--- src/cfg_status_pkg.sv ---
// constants, bit positions and types for the status and error register pair
package cfg_status_pkg;

   // ==========================================================
   // timing
   localparam int unsigned CLK_FREQ_KHZ = 250000;
   localparam int unsigned INIT_TIMEOUT_MS = 500;
   localparam int unsigned INIT_TIMEOUT_CYCLES = INIT_TIMEOUT_MS * CLK_FREQ_KHZ;
   localparam int unsigned INIT_CNT_W = 27;

   // ==========================================================
   // register offsets and reset values
   localparam logic [6:0] STATUS_BYTE_OFS = 7'h04;
   localparam logic [6:0] ERROR_BYTE_OFS = 7'h08;
   localparam logic [5:0] STATUS_WORD_OFS = 6'h02;
   localparam logic [5:0] ERROR_WORD_OFS = 6'h04;
   localparam logic [31:0] STATUS_RESET = 32'h0000_0000;
   localparam logic [31:0] ERROR_RESET = 32'h0000_0000;
   localparam logic [15:0] READ_DATA_RESET = 16'h0000;

   // ==========================================================
   // status word fields
   localparam int ST_ENGINE_LOCK = 0;
   localparam int ST_HOST_LOCK = 1;
   localparam int ST_ENGINE_ERR = 2;
   localparam int ST_CARD_CTRL_ERR = 3;
   localparam int ST_CARD_PRESENT = 4;
   localparam int ST_BUF_READY = 5;
   localparam int ST_BUF_DIR = 6;
   localparam int ST_CFG_DONE = 7;
   localparam int ST_CMD_ACCEPT = 8;
   localparam int ST_AUTO_START = 9;
   localparam int ST_FSEL_LSB = 13;
   localparam int ST_CARD_MIRROR_LSB = 17;

   // ==========================================================
   // error word fields
   localparam int ER_CARD_EVT_LSB = 0;
   localparam int ER_FILE_LOC = 5;
   localparam int ER_ENGINE_EVT_LSB = 6;
   localparam int ER_INIT_TIMEOUT = 9;
   localparam int ER_CARD_MIRROR_LSB = 11;
   localparam logic [31:0] ER_STICKY_MASK = 32'h0000_03DF;

   // ==========================================================
   // pin synchroniser lanes
   localparam int SYNC_W = 16;
   localparam int SY_ADDR_LSB = 0;
   localparam int SY_CE_N = 7;
   localparam int SY_OE_N = 8;
   localparam int SY_WE_N = 9;
   localparam int SY_AUTO_START = 10;
   localparam int SY_FSEL_LSB = 11;
   localparam int SY_PRESENT = 14;
   localparam int SY_INIT = 15;
   localparam logic [SYNC_W-1:0] SYNC_RESET = 16'h0380;

   // ==========================================================
   // init monitor timer states
   typedef enum logic [2:0] {
      TMR_IDLE = 3'b001,
      TMR_WAIT = 3'b010,
      TMR_DONE = 3'b100
   } init_timer_state_type;

endpackage

--- src/pin_sync_if.sv ---
// carrier between the register bank and its pin synchroniser
`timescale 1ns/1ps
interface pin_sync_if;
   import cfg_status_pkg::*;
   logic [SYNC_W-1:0] raw;
   logic [SYNC_W-1:0] synced;
   modport sync_side (input raw, output synced);
   modport user_side (output raw, input synced);
endinterface

--- src/pin_synchronizer.sv ---
// two-flop synchronisers for every pin input
`timescale 1ns/1ps
module pin_synchronizer (
   // clock and reset
   input wire logic clk_sys_i,
   input wire logic rstn_i,
   // pins in, synchronised levels out
   pin_sync_if.sync_side sync_port
);
   import cfg_status_pkg::*;

   // ==========================================================
   // one synchroniser per lane
   genvar g;
   generate
      for (g = 0; g < SYNC_W; g++) begin : g_lane
         logic meta_q;
         logic stable_q;
         always_ff @(posedge clk_sys_i or negedge rstn_i) begin
            if (!rstn_i) begin
               meta_q <= SYNC_RESET[g];
               stable_q <= SYNC_RESET[g];
            end else begin
               meta_q <= sync_port.raw[g];
               stable_q <= meta_q;
            end
         end
         assign sync_port.synced[g] = stable_q;
      end
   endgenerate

endmodule

--- src/config_manager_status_error_regs.sv ---
// read-only controller status and error registers on the parallel host bus
//
// Overview of operation
// - status word sits at byte 04h-07h or word 02h-03h.
// - bit 0 shows engine holds card lock, bit 1 host holds it.
// - bit 2 summarises engine errors, bit 3 card controller errors.
// - bit 4 is one while a card is present.
// - bit 5 is one while the data buffer can be transferred.
// - bit 6 gives buffer direction, zero read, one write.
// - bit 7 is one only after the whole configuration completed.
// - bit 8 is one while the card controller accepts a command.
// - bit 9 reflects the auto start pin.
// - bits 13-15 reflect the file select pins.
// - bit 17 mirrors card busy; host ignores bits 1-6 then.
// - bits 18-23 mirror card ready, fault, seek, request, corrected, error.
// - error word sits at byte 08h-0Bh or word 04h-05h.
// - error bits 0 and 1 flag card reset and ready timeouts.
// - error bits 2 and 3 flag failed read/identify and write commands.
// - error bit 4 flags a sector valid timeout.
// - error bit 5 flags an invalid selected file location.
// - error bits 6-8 flag chain, fetch and instruction failures.
// - error bit 9 flags init monitor not high within 500 ms.
// - error bits 11-15 mirror card bad block to general error flags.
// - byte mode reads four lanes, word mode two halves low first.
`timescale 1ns/1ps
module config_manager_status_error_regs #(
   parameter int unsigned INIT_TIMEOUT_CYCLES_P = cfg_status_pkg::INIT_TIMEOUT_CYCLES
) (
   // clock and reset
   input wire logic clk_sys_i,
   input wire logic rstn_i,
   // host bus pins
   input wire logic [6:0] mpu_addr_i,
   input wire logic mpu_ce_n_i,
   input wire logic mpu_oe_n_i,
   input wire logic mpu_we_n_i,
   output logic [15:0] mpu_data_o,
   output logic mpu_data_oe_o,
   // bus mode from the bus mode register
   input wire logic word_mode_i,
   // configuration pins
   input wire logic auto_start_pin_i,
   input wire logic [2:0] file_select_pins_i,
   input wire logic card_present_pin_i,
   input wire logic init_monitor_input_i,
   // controller state
   input wire logic engine_holds_card_lock_i,
   input wire logic host_holds_card_lock_i,
   input wire logic buffer_ready_flag_i,
   input wire logic buffer_direction_flag_i,
   input wire logic configuration_complete_flag_i,
   input wire logic command_accept_flag_i,
   // card status mirrors: busy, ready, fault, seek, request, corrected, error
   input wire logic [6:0] card_status_mirror_i,
   // card error mirrors: bad block, uncorrectable, id missing, aborted, general
   input wire logic [4:0] card_error_mirror_i,
   // error events, file location selection, init timer start and error clear
   input wire logic [4:0] card_err_event_i,
   input wire logic [2:0] engine_err_event_i,
   input wire logic file_select_override_enable_i,
   input wire logic [2:0] file_select_override_field_i,
   input wire logic [7:0] file_valid_mask_i,
   input wire logic config_start_i,
   input wire logic error_clear_i
);
   import cfg_status_pkg::*;

   // ==========================================================
   // pin synchronisation
   pin_sync_if sync_bus ();

   assign sync_bus.raw = {init_monitor_input_i, card_present_pin_i, file_select_pins_i, auto_start_pin_i,
                          mpu_we_n_i, mpu_oe_n_i, mpu_ce_n_i, mpu_addr_i};

   pin_synchronizer u_pin_sync (
      .clk_sys_i (clk_sys_i),
      .rstn_i (rstn_i),
      .sync_port (sync_bus.sync_side)
   );

   logic [6:0] bus_addr;
   logic bus_ce_n;
   logic bus_oe_n;
   logic bus_we_n;
   logic pin_auto_start;
   logic [2:0] pin_fsel;
   logic pin_present;
   logic pin_init;

   assign bus_addr = sync_bus.synced[SY_ADDR_LSB +: 7];
   assign bus_ce_n = sync_bus.synced[SY_CE_N];
   assign bus_oe_n = sync_bus.synced[SY_OE_N];
   assign bus_we_n = sync_bus.synced[SY_WE_N];
   assign pin_auto_start = sync_bus.synced[SY_AUTO_START];
   assign pin_fsel = sync_bus.synced[SY_FSEL_LSB +: 3];
   assign pin_present = sync_bus.synced[SY_PRESENT];
   assign pin_init = sync_bus.synced[SY_INIT];

   // ==========================================================
   // init monitor timer
   init_timer_state_type tmr_state_q;
   init_timer_state_type tmr_state_d;
   logic [INIT_CNT_W-1:0] tmr_cnt_q;
   logic [INIT_CNT_W-1:0] tmr_cnt_d;
   logic tmr_expired;
   logic [INIT_CNT_W-1:0] tmr_limit;

   assign tmr_limit = INIT_CNT_W'(INIT_TIMEOUT_CYCLES_P - 1);

   always_comb begin
      tmr_state_d = tmr_state_q;
      tmr_cnt_d = tmr_cnt_q;
      tmr_expired = 1'b0;
      case (tmr_state_q)
         TMR_IDLE, TMR_DONE: begin
            if (config_start_i) begin
               tmr_state_d = TMR_WAIT;
               tmr_cnt_d = '0;
            end
         end
         TMR_WAIT: begin
            if (pin_init) begin
               tmr_state_d = TMR_DONE;
            end else if (tmr_cnt_q == tmr_limit) begin
               tmr_expired = 1'b1;
               tmr_state_d = TMR_DONE;
            end else begin
               tmr_cnt_d = tmr_cnt_q + 1'b1;
            end
         end
         default: begin
            tmr_state_d = TMR_IDLE;
            tmr_cnt_d = '0;
         end
      endcase
   end

   always_ff @(posedge clk_sys_i or negedge rstn_i) begin
      if (!rstn_i) begin
         tmr_state_q <= TMR_IDLE;
         tmr_cnt_q <= '0;
      end else begin
         tmr_state_q <= tmr_state_d;
         tmr_cnt_q <= tmr_cnt_d;
      end
   end

   // ==========================================================
   // sticky error bits
   logic [31:0] error_q;
   logic [31:0] error_d;
   logic [31:0] error_events;

   always_comb begin
      error_events = '0;
      error_events[ER_CARD_EVT_LSB +: 5] = card_err_event_i;
      error_events[ER_ENGINE_EVT_LSB +: 3] = engine_err_event_i;
      error_events[ER_INIT_TIMEOUT] = tmr_expired;
      // a new event wins over a clear in the same cycle
      error_d = ((error_clear_i ? '0 : error_q) | error_events) & ER_STICKY_MASK;
   end

   always_ff @(posedge clk_sys_i or negedge rstn_i) begin
      if (!rstn_i) begin
         error_q <= ERROR_RESET;
      end else begin
         error_q <= error_d;
      end
   end

   // ==========================================================
   // register word assembly
   logic [31:0] status_word;
   logic [31:0] error_word;
   logic [2:0] file_sel;

   always_comb begin
      file_sel = file_select_override_enable_i ? file_select_override_field_i : pin_fsel;
      error_word = error_q;
      error_word[ER_FILE_LOC] = ~file_valid_mask_i[file_sel];
      error_word[ER_CARD_MIRROR_LSB +: 5] = card_error_mirror_i;
      status_word = STATUS_RESET;
      status_word[ST_ENGINE_LOCK] = engine_holds_card_lock_i;
      status_word[ST_HOST_LOCK] = host_holds_card_lock_i;
      status_word[ST_ENGINE_ERR] = |error_word[ER_INIT_TIMEOUT:ER_FILE_LOC];
      status_word[ST_CARD_CTRL_ERR] = |error_word[ER_CARD_EVT_LSB +: 5];
      status_word[ST_CARD_PRESENT] = pin_present;
      status_word[ST_BUF_READY] = buffer_ready_flag_i;
      status_word[ST_BUF_DIR] = buffer_direction_flag_i;
      status_word[ST_CFG_DONE] = configuration_complete_flag_i;
      status_word[ST_CMD_ACCEPT] = command_accept_flag_i;
      status_word[ST_AUTO_START] = pin_auto_start;
      status_word[ST_FSEL_LSB +: 3] = pin_fsel;
      status_word[ST_CARD_MIRROR_LSB +: 7] = card_status_mirror_i;
   end

   // ==========================================================
   // host read port
   logic [15:0] rd_data_q;
   logic [15:0] rd_data_d;
   logic rd_oe_q;
   logic rd_oe_d;
   logic read_active;
   logic [31:0] sel_word;
   logic hit;

   assign read_active = !bus_ce_n && !bus_oe_n && bus_we_n;

   always_comb begin
      sel_word = '0;
      hit = 1'b0;
      rd_data_d = READ_DATA_RESET;
      if (word_mode_i) begin
         if (bus_addr[6:2] == STATUS_WORD_OFS[5:1]) begin
            sel_word = status_word;
            hit = 1'b1;
         end else if (bus_addr[6:2] == ERROR_WORD_OFS[5:1]) begin
            sel_word = error_word;
            hit = 1'b1;
         end
         rd_data_d = bus_addr[1] ? sel_word[31:16] : sel_word[15:0];
      end else begin
         if (bus_addr[6:2] == STATUS_BYTE_OFS[6:2]) begin
            sel_word = status_word;
            hit = 1'b1;
         end else if (bus_addr[6:2] == ERROR_BYTE_OFS[6:2]) begin
            sel_word = error_word;
            hit = 1'b1;
         end
         rd_data_d = {8'h00, sel_word[8*bus_addr[1:0] +: 8]};
      end
      rd_oe_d = read_active && hit;
      if (!rd_oe_d) begin
         rd_data_d = READ_DATA_RESET;
      end
   end

   always_ff @(posedge clk_sys_i or negedge rstn_i) begin
      if (!rstn_i) begin
         rd_data_q <= READ_DATA_RESET;
         rd_oe_q <= 1'b0;
      end else begin
         rd_data_q <= rd_data_d;
         rd_oe_q <= rd_oe_d;
      end
   end

   assign mpu_data_o = rd_data_q;
   assign mpu_data_oe_o = rd_oe_q;

   // ==========================================================
   // checks
   property p_status_byte0_read;
      @(posedge clk_sys_i) disable iff (!rstn_i)
      (read_active && !word_mode_i && bus_addr == 7'h04) |=>
      (rd_oe_q && rd_data_q == {8'h00, $past(status_word[7:0])});
   endproperty
   a_status_byte0_read: assert property (p_status_byte0_read) else $error("status byte 0 read wrong");

   property p_error_high_half_read;
      @(posedge clk_sys_i) disable iff (!rstn_i)
      (read_active && word_mode_i && bus_addr[6:1] == 6'h05) |=> (rd_oe_q && rd_data_q == $past(error_word[31:16]));
   endproperty
   a_error_high_half_read: assert property (p_error_high_half_read) else $error("error high half read wrong");

   property p_no_drive_on_write;
      @(posedge clk_sys_i) disable iff (!rstn_i)
      (!bus_we_n || bus_ce_n) |=> (!rd_oe_q && rd_data_q == 16'h0000);
   endproperty
   a_no_drive_on_write: assert property (p_no_drive_on_write) else $error("bus driven outside a read");

   property p_reserved_zero;
      @(posedge clk_sys_i) disable iff (!rstn_i)
      (status_word[12:10] == 3'h0) && !status_word[16] && (status_word[31:24] == 8'h00) &&
      !error_word[10] && (error_word[31:16] == 16'h0000);
   endproperty
   a_reserved_zero: assert property (p_reserved_zero) else $error("reserved bit set");

   property p_reset_timeout_sticky;
      @(posedge clk_sys_i) disable iff (!rstn_i)
      card_err_event_i[0] |=> error_word[0] ##1 (error_word[0] || $past(error_clear_i));
   endproperty
   a_reset_timeout_sticky: assert property (p_reset_timeout_sticky) else $error("card reset timeout lost");

   property p_event_beats_clear;
      @(posedge clk_sys_i) disable iff (!rstn_i)
      (engine_err_event_i[0] && error_clear_i) |=> error_word[6];
   endproperty
   a_event_beats_clear: assert property (p_event_beats_clear) else $error("clear beat a new event");

   property p_init_timeout;
      @(posedge clk_sys_i) disable iff (!rstn_i)
      (tmr_state_q == TMR_WAIT && tmr_cnt_q == tmr_limit && !pin_init) |=> (error_word[9] && tmr_state_q == TMR_DONE);
   endproperty
   a_init_timeout: assert property (p_init_timeout) else $error("init timeout not flagged");

   property p_init_in_time;
      @(posedge clk_sys_i) disable iff (!rstn_i)
      (tmr_state_q == TMR_WAIT && pin_init && !error_word[9] && !engine_err_event_i[0]) |=> !error_word[9];
   endproperty
   a_init_in_time: assert property (p_init_in_time) else $error("init timeout flagged after init rose");

   property p_engine_summary;
      @(posedge clk_sys_i) disable iff (!rstn_i)
      status_word[2] == (|error_word[9:5]) && status_word[3] == (|error_word[4:0]);
   endproperty
   a_engine_summary: assert property (p_engine_summary) else $error("error summary bits wrong");

   property p_auto_start_pin;
      @(posedge clk_sys_i) disable iff (!rstn_i)
      $past(rstn_i, 3) |-> status_word[9] == $past(auto_start_pin_i, 2);
   endproperty
   a_auto_start_pin: assert property (p_auto_start_pin) else $error("auto start pin not reflected");

   property p_busy_mirror;
      @(posedge clk_sys_i) disable iff (!rstn_i)
      status_word[23:17] == card_status_mirror_i && error_word[15:11] == card_error_mirror_i;
   endproperty
   a_busy_mirror: assert property (p_busy_mirror) else $error("card mirror bits wrong");

endmodule

--- config.mk ---
export PLATFORM = sky130hd
export DESIGN_NAME = config_manager_status_error_regs
export DESIGN_NICKNAME = d
export VERILOG_FILES = /design/src/cfg_status_pkg.sv /design/src/pin_sync_if.sv /design/src/pin_synchronizer.sv /design/src/config_manager_status_error_regs.sv
export SDC_FILE = /design/constraint.sdc
export NUM_CORES = 1
export LEC_CHECK = 0
export BUFFER_PORTS_ARGS = -buffer_cell sky130_fd_sc_hd__buf_2
export CAP_MARGIN = 40
export CORE_ASPECT_RATIO = 1.5
export CORE_MARGIN = 2
export CORE_UTILIZATION = 49
export CTS_CLUSTER_DIAMETER = 100
export DETAILED_ROUTE_END_ITERATION = 6
export GPL_TIMING_DRIVEN = 0
export PLACE_DENSITY = 0.75
export SYNTH_ARGS = -nofsm -noshare
export SYNTH_HDL_FRONTEND = slang
export SYNTH_SLANG_ARGS = --single-unit
--- constraint.sdc ---
create_clock -name clk_sys_i -period 1.89 [get_ports clk_sys_i]
set_input_delay 0.189 -clock clk_sys_i [delete_from_list [all_inputs] [get_ports clk_sys_i]]
set_output_delay 0.189 -clock clk_sys_i [all_outputs]
set_load 0.01 [all_outputs]
==> results.py <==
metrics = {
    "outcome": {
        "status": "finished, violations left",
        "violations": "setup timing",
    },
    "logic_synthesis": {
        "synth.avg_cell_area_um2": 10.6,
        "synthSimpleGateAreaFrac_pct": 20.7,
        "synthFlopType": "dfrtp_1",
        "async_reset_ff_share_pct": 100,
        "synthMuxAreaShare_pct": 1.36,
        "synth_compound_area_share_pct": 16.4,
        "synthDistinctLibCells": 59,
        "synth_cells": 364,
        "ys_seq_elements": 87,
        "yosys.area_share.adder_pct": 0.325,
        "synth_top_family_by_area": "simple AND/OR/NAND/NOR gates",
        "ys_seq_area_share_pct": 56.7,
        "synth_edf_count": 0,
        "synthXorXnorAreaFrac_pct": 1.59,
        "synth_area_mm2": 0.00385,
        "ys_warn_count": 0,
        "syn_nets": 424,
    },
    "worst_hold_path": {
        "min_path_type": "input port to flop",
        "whs_path_depth": 2,
        "worstHoldEndpoint": "error_q[4]",
        "worstHoldStart": "card_err_event_i[4]",
    },
    "sta": {
        "setup_viol": 16,
        "fmax_ghz": 0.488,
        "clock_skew_ps": 7.34,
        "layout_setup_ws_ps": -160,
        "finalSetupTns_ps": -1340,
        "slew_viol_final": 0,
        "period_share_pct": 108,
        "hold_viol": 0,
        "tightestPinTransition_ps": 533,
        "max_slew_margin_pct": 64.5,
        "rsz0062_at_grt": "true",
        "whs_ps": 34.9,
        "period_needed_ps": 2050,
    },
    "final_layout": {
        "drive_above_1_share_pct": 35.8,
        "area_growth_pct": 35.3,
        "diodes": 0,
        "stdcell_count": 597,
        "nets": 550,
        "filler_cell_count": 535,
    },
    "global_route": {
        "antenna_found_initial": 0,
        "first_global_vias": 3487,
        "gr-total-overflow": 0,
        "grt_max_degree": 64,
        "grt.total_usage_pct": 24.3,
        "grt_pass1_wl_um": 16600,
    },
    "placed_design": {
        "dp.cells": 542,
        "port_buffers": 73,
        "place_hpwl_um": 6560,
        "gp_congestion": 0.891,
        "place_ws_ps": -428,
    },
    "critical_path": {
        "crit_chain": "and4_4 -> nand4_1 -> or4_4 -> or4_4 -> a21oi_2",
        "worstSetupStartpointType": "flop",
        "worstSetupPathType": "flop to flop",
        "critPathMaxFanout": 4,
        "reg2reg_from": "tmr_cnt_q[5]",
        "cpLargestDelayFamily": "simple AND/OR/NAND/NOR gates",
        "path_buf_inv": 0,
        "cp.required_ps": 2160,
        "worstPathArrival_ps": 2320,
        "crit_path_frequent_cell": "or4_4",
        "r2r_cells": 5,
        "slowest_stage": "or4_4",
        "r2r-end": "tmr_cnt_q[26]",
        "endpoint_kind": "flop",
        "reg2reg_slack_ps": -160,
        "max_stage_delay_ps": 580,
    },
    "clock_network": {
        "cts_sinks": 87,
        "clk_pin_slew_ps": 60,
        "clk_latency_ps": 340,
        "htree_levels": 3,
        "cts_tree": "done",
        "cts_buffers": 9,
        "cts_buffer_depth": 2,
        "clockRootBuffer": "clkbuf_16",
    },
    "floorplanning": {
        "io_pins": 76,
        "die_x_um": 76.4,
        "core_mm2": 0.00761,
        "start_util_pct": 50.6,
        "dieHeight_um": 113,
        "placementRows": 39,
        "dieArea_mm2": 0.00860,
    },
    "job": {
        "drv_cap": 0,
    },
    "routing": {
        "drtAntennaViolNets": 0,
        "dr.pass1.iters": 5,
        "drt_iter0_drc": 180,
        "wl_per_cell_um": 16.9,
        "drt-total-wl_um": 10100,
        "drt_drc_violations_left": 0,
        "via_count": 3506,
        "drt-vias-per-instance": 5.87,
    },
    "power_and_ir_drop": {
        "p_per_area_mw_per_mm2": 843,
        "ir_drop_mv": 0.758,
        "p_leak_nw": 2.28,
    },
}
sequential cells by signal, summed over array words and instances (netlist names):
| signal | count |
|---|---|
| tmr_cnt_q | 27 |
| u_pin_sync.g_lane.meta_q | 16 |
| error_q | 9 |
| mpu_data_oe_o | 1 |
| tmr_state_q | 3 |
| mpu_data_o | 15 |
| u_pin_sync.g_lane.stable_q | 16 |
cells by family (layout without fill, tap and decap cells):
family                     count (synthesis)  after routing
adders and majority gates                  1              1
buffers and inverters                     23            154
and+or+nand+nor                          143            143
other                                      1              1
AOI/OAI and AO/OA                         98             98
muxes                                      4              4
DFF                                       87             87
xor gates and xnor gates                   7              7
synthesized netlist by cell type, types with 4 or more instances:
master | instances | share of area, %
a21o_1 | 8 | 1.6
a21oi_1 | 26 | 3.4
a22oi_1 | 4 | 0.78
and2_1 | 4 | 0.65
and3_1 | 7 | 1.1
clkbuf_1 | 11 | 1.1
dfrtp_1 | 80 | 52
dfstp_2 | 7 | 4.8
inv_1 | 5 | 0.49
nand2_1 | 31 | 3.0
nand3_1 | 14 | 1.8
nand3b_1 | 4 | 0.78
nand4_1 | 6 | 0.97
nor2_1 | 24 | 2.3
nor3_1 | 6 | 0.78
nor4_1 | 4 | 0.65
o211ai_1 | 4 | 0.78
o21ai_0 | 26 | 3.4
o31ai_1 | 5 | 0.97
or3_1 | 11 | 1.8
or4_1 | 10 | 1.9
xnor2_1 | 5 | 1.1
metal layers:
| metal | vias up | track usage [%] | part of all wire [%] |
|---|---|---|---|
| li1 | 1606 | - | - |
| met1 | 1697 | 27.5 | 39 |
| met2 | 169 | 42.9 | 52 |
| met3 | 34 | 5.55 | 5.4 |
| met4 | 0 | 12.2 | 3.6 |
| met5 | - | 0 | 0 |
cell type report:
class / count / area [µm²] / area share, %
clock inverters: 6 / 46.3 / 0.888
repair buffers: 118 / 774 / 14.9
clock buffers: 10 / 229 / 4.39
well taps: 102 / 128 / 2.45
inverters: 6 / 22.5 / 0.432
multi-input cells: 254 / 1730 / 33.2
plain buffers: 14 / 91.3 / 1.75
flip-flops and latches: 87 / 2190 / 42.1
where the power goes:
group | total, mW | switching [mW] | internal [mW] | leakage [nW]
sequential | 2.01 | 0.0593 | 1.95 | 1.10
clock | 1.65 | 0.749 | 0.897 | 0.129
combinational | 0.734 | 0.428 | 0.306 | 1.05
total | 4.39 | 1.24 | 3.16 | 2.28
worst max-delay path by stage:
stage                               end  cells past startpoint  slack, ps                           from
after floorplan           tmr_cnt_q[24]                      6         -9                   tmr_cnt_q[6]
after global placement    mpu_data_o[0]                      3       -430  u_pin_sync.g_lane[9].stable_q
after detailed placement   tmr_cnt_q[9]                      7       -430                  tmr_cnt_q[13]
after CTS                 tmr_cnt_q[22]                      7        -90                   tmr_cnt_q[5]
after global routing      tmr_cnt_q[26]                      5       -230                   tmr_cnt_q[5]
final                     tmr_cnt_q[26]                      5       -160                   tmr_cnt_q[5]
placed cells by master (no fill, tap or decap), drive strengths merged, types with 11 or more instances in the layout:
master,count
buf,107
dfrtp,80
nand2,31
a21oi,27
o21ai,26
nor2,24
clkbuf,18
dlygate4sd3,17
nand3,14
or4,12
or3,11
metrics by stage:
step                total power [mW]  area (µm²)  util (%)
detailed placement              2.60        4390      57.7
global route                    4.59        5210      68.5
global placement                2.57        4350      57.1
finish                          4.39        5210      68.5
CTS                             4.35        5070      66.6
floorplan                       2.37        3860         -
timing repair:
item | 4_1_cts | 5_1_grt
endpoints found under the hold margin | 40 | 0
pin swaps | 27 | 16
resized for setup | 30 | 31
setup endpoints to repair | 32 | 37
setup buffers | 19 | 5
hold buffers | 17 | 0
cloned | 1 | 0
worst reg2reg max path: cells and delay by family (launching register included):
family             cells  cell delay (ps)
and+or+nand+nor        4             1440
DFF                    1              400
AOI/OAI and AO/OA      1              140
Note: power is estimated with default switching activity, not from simulation.
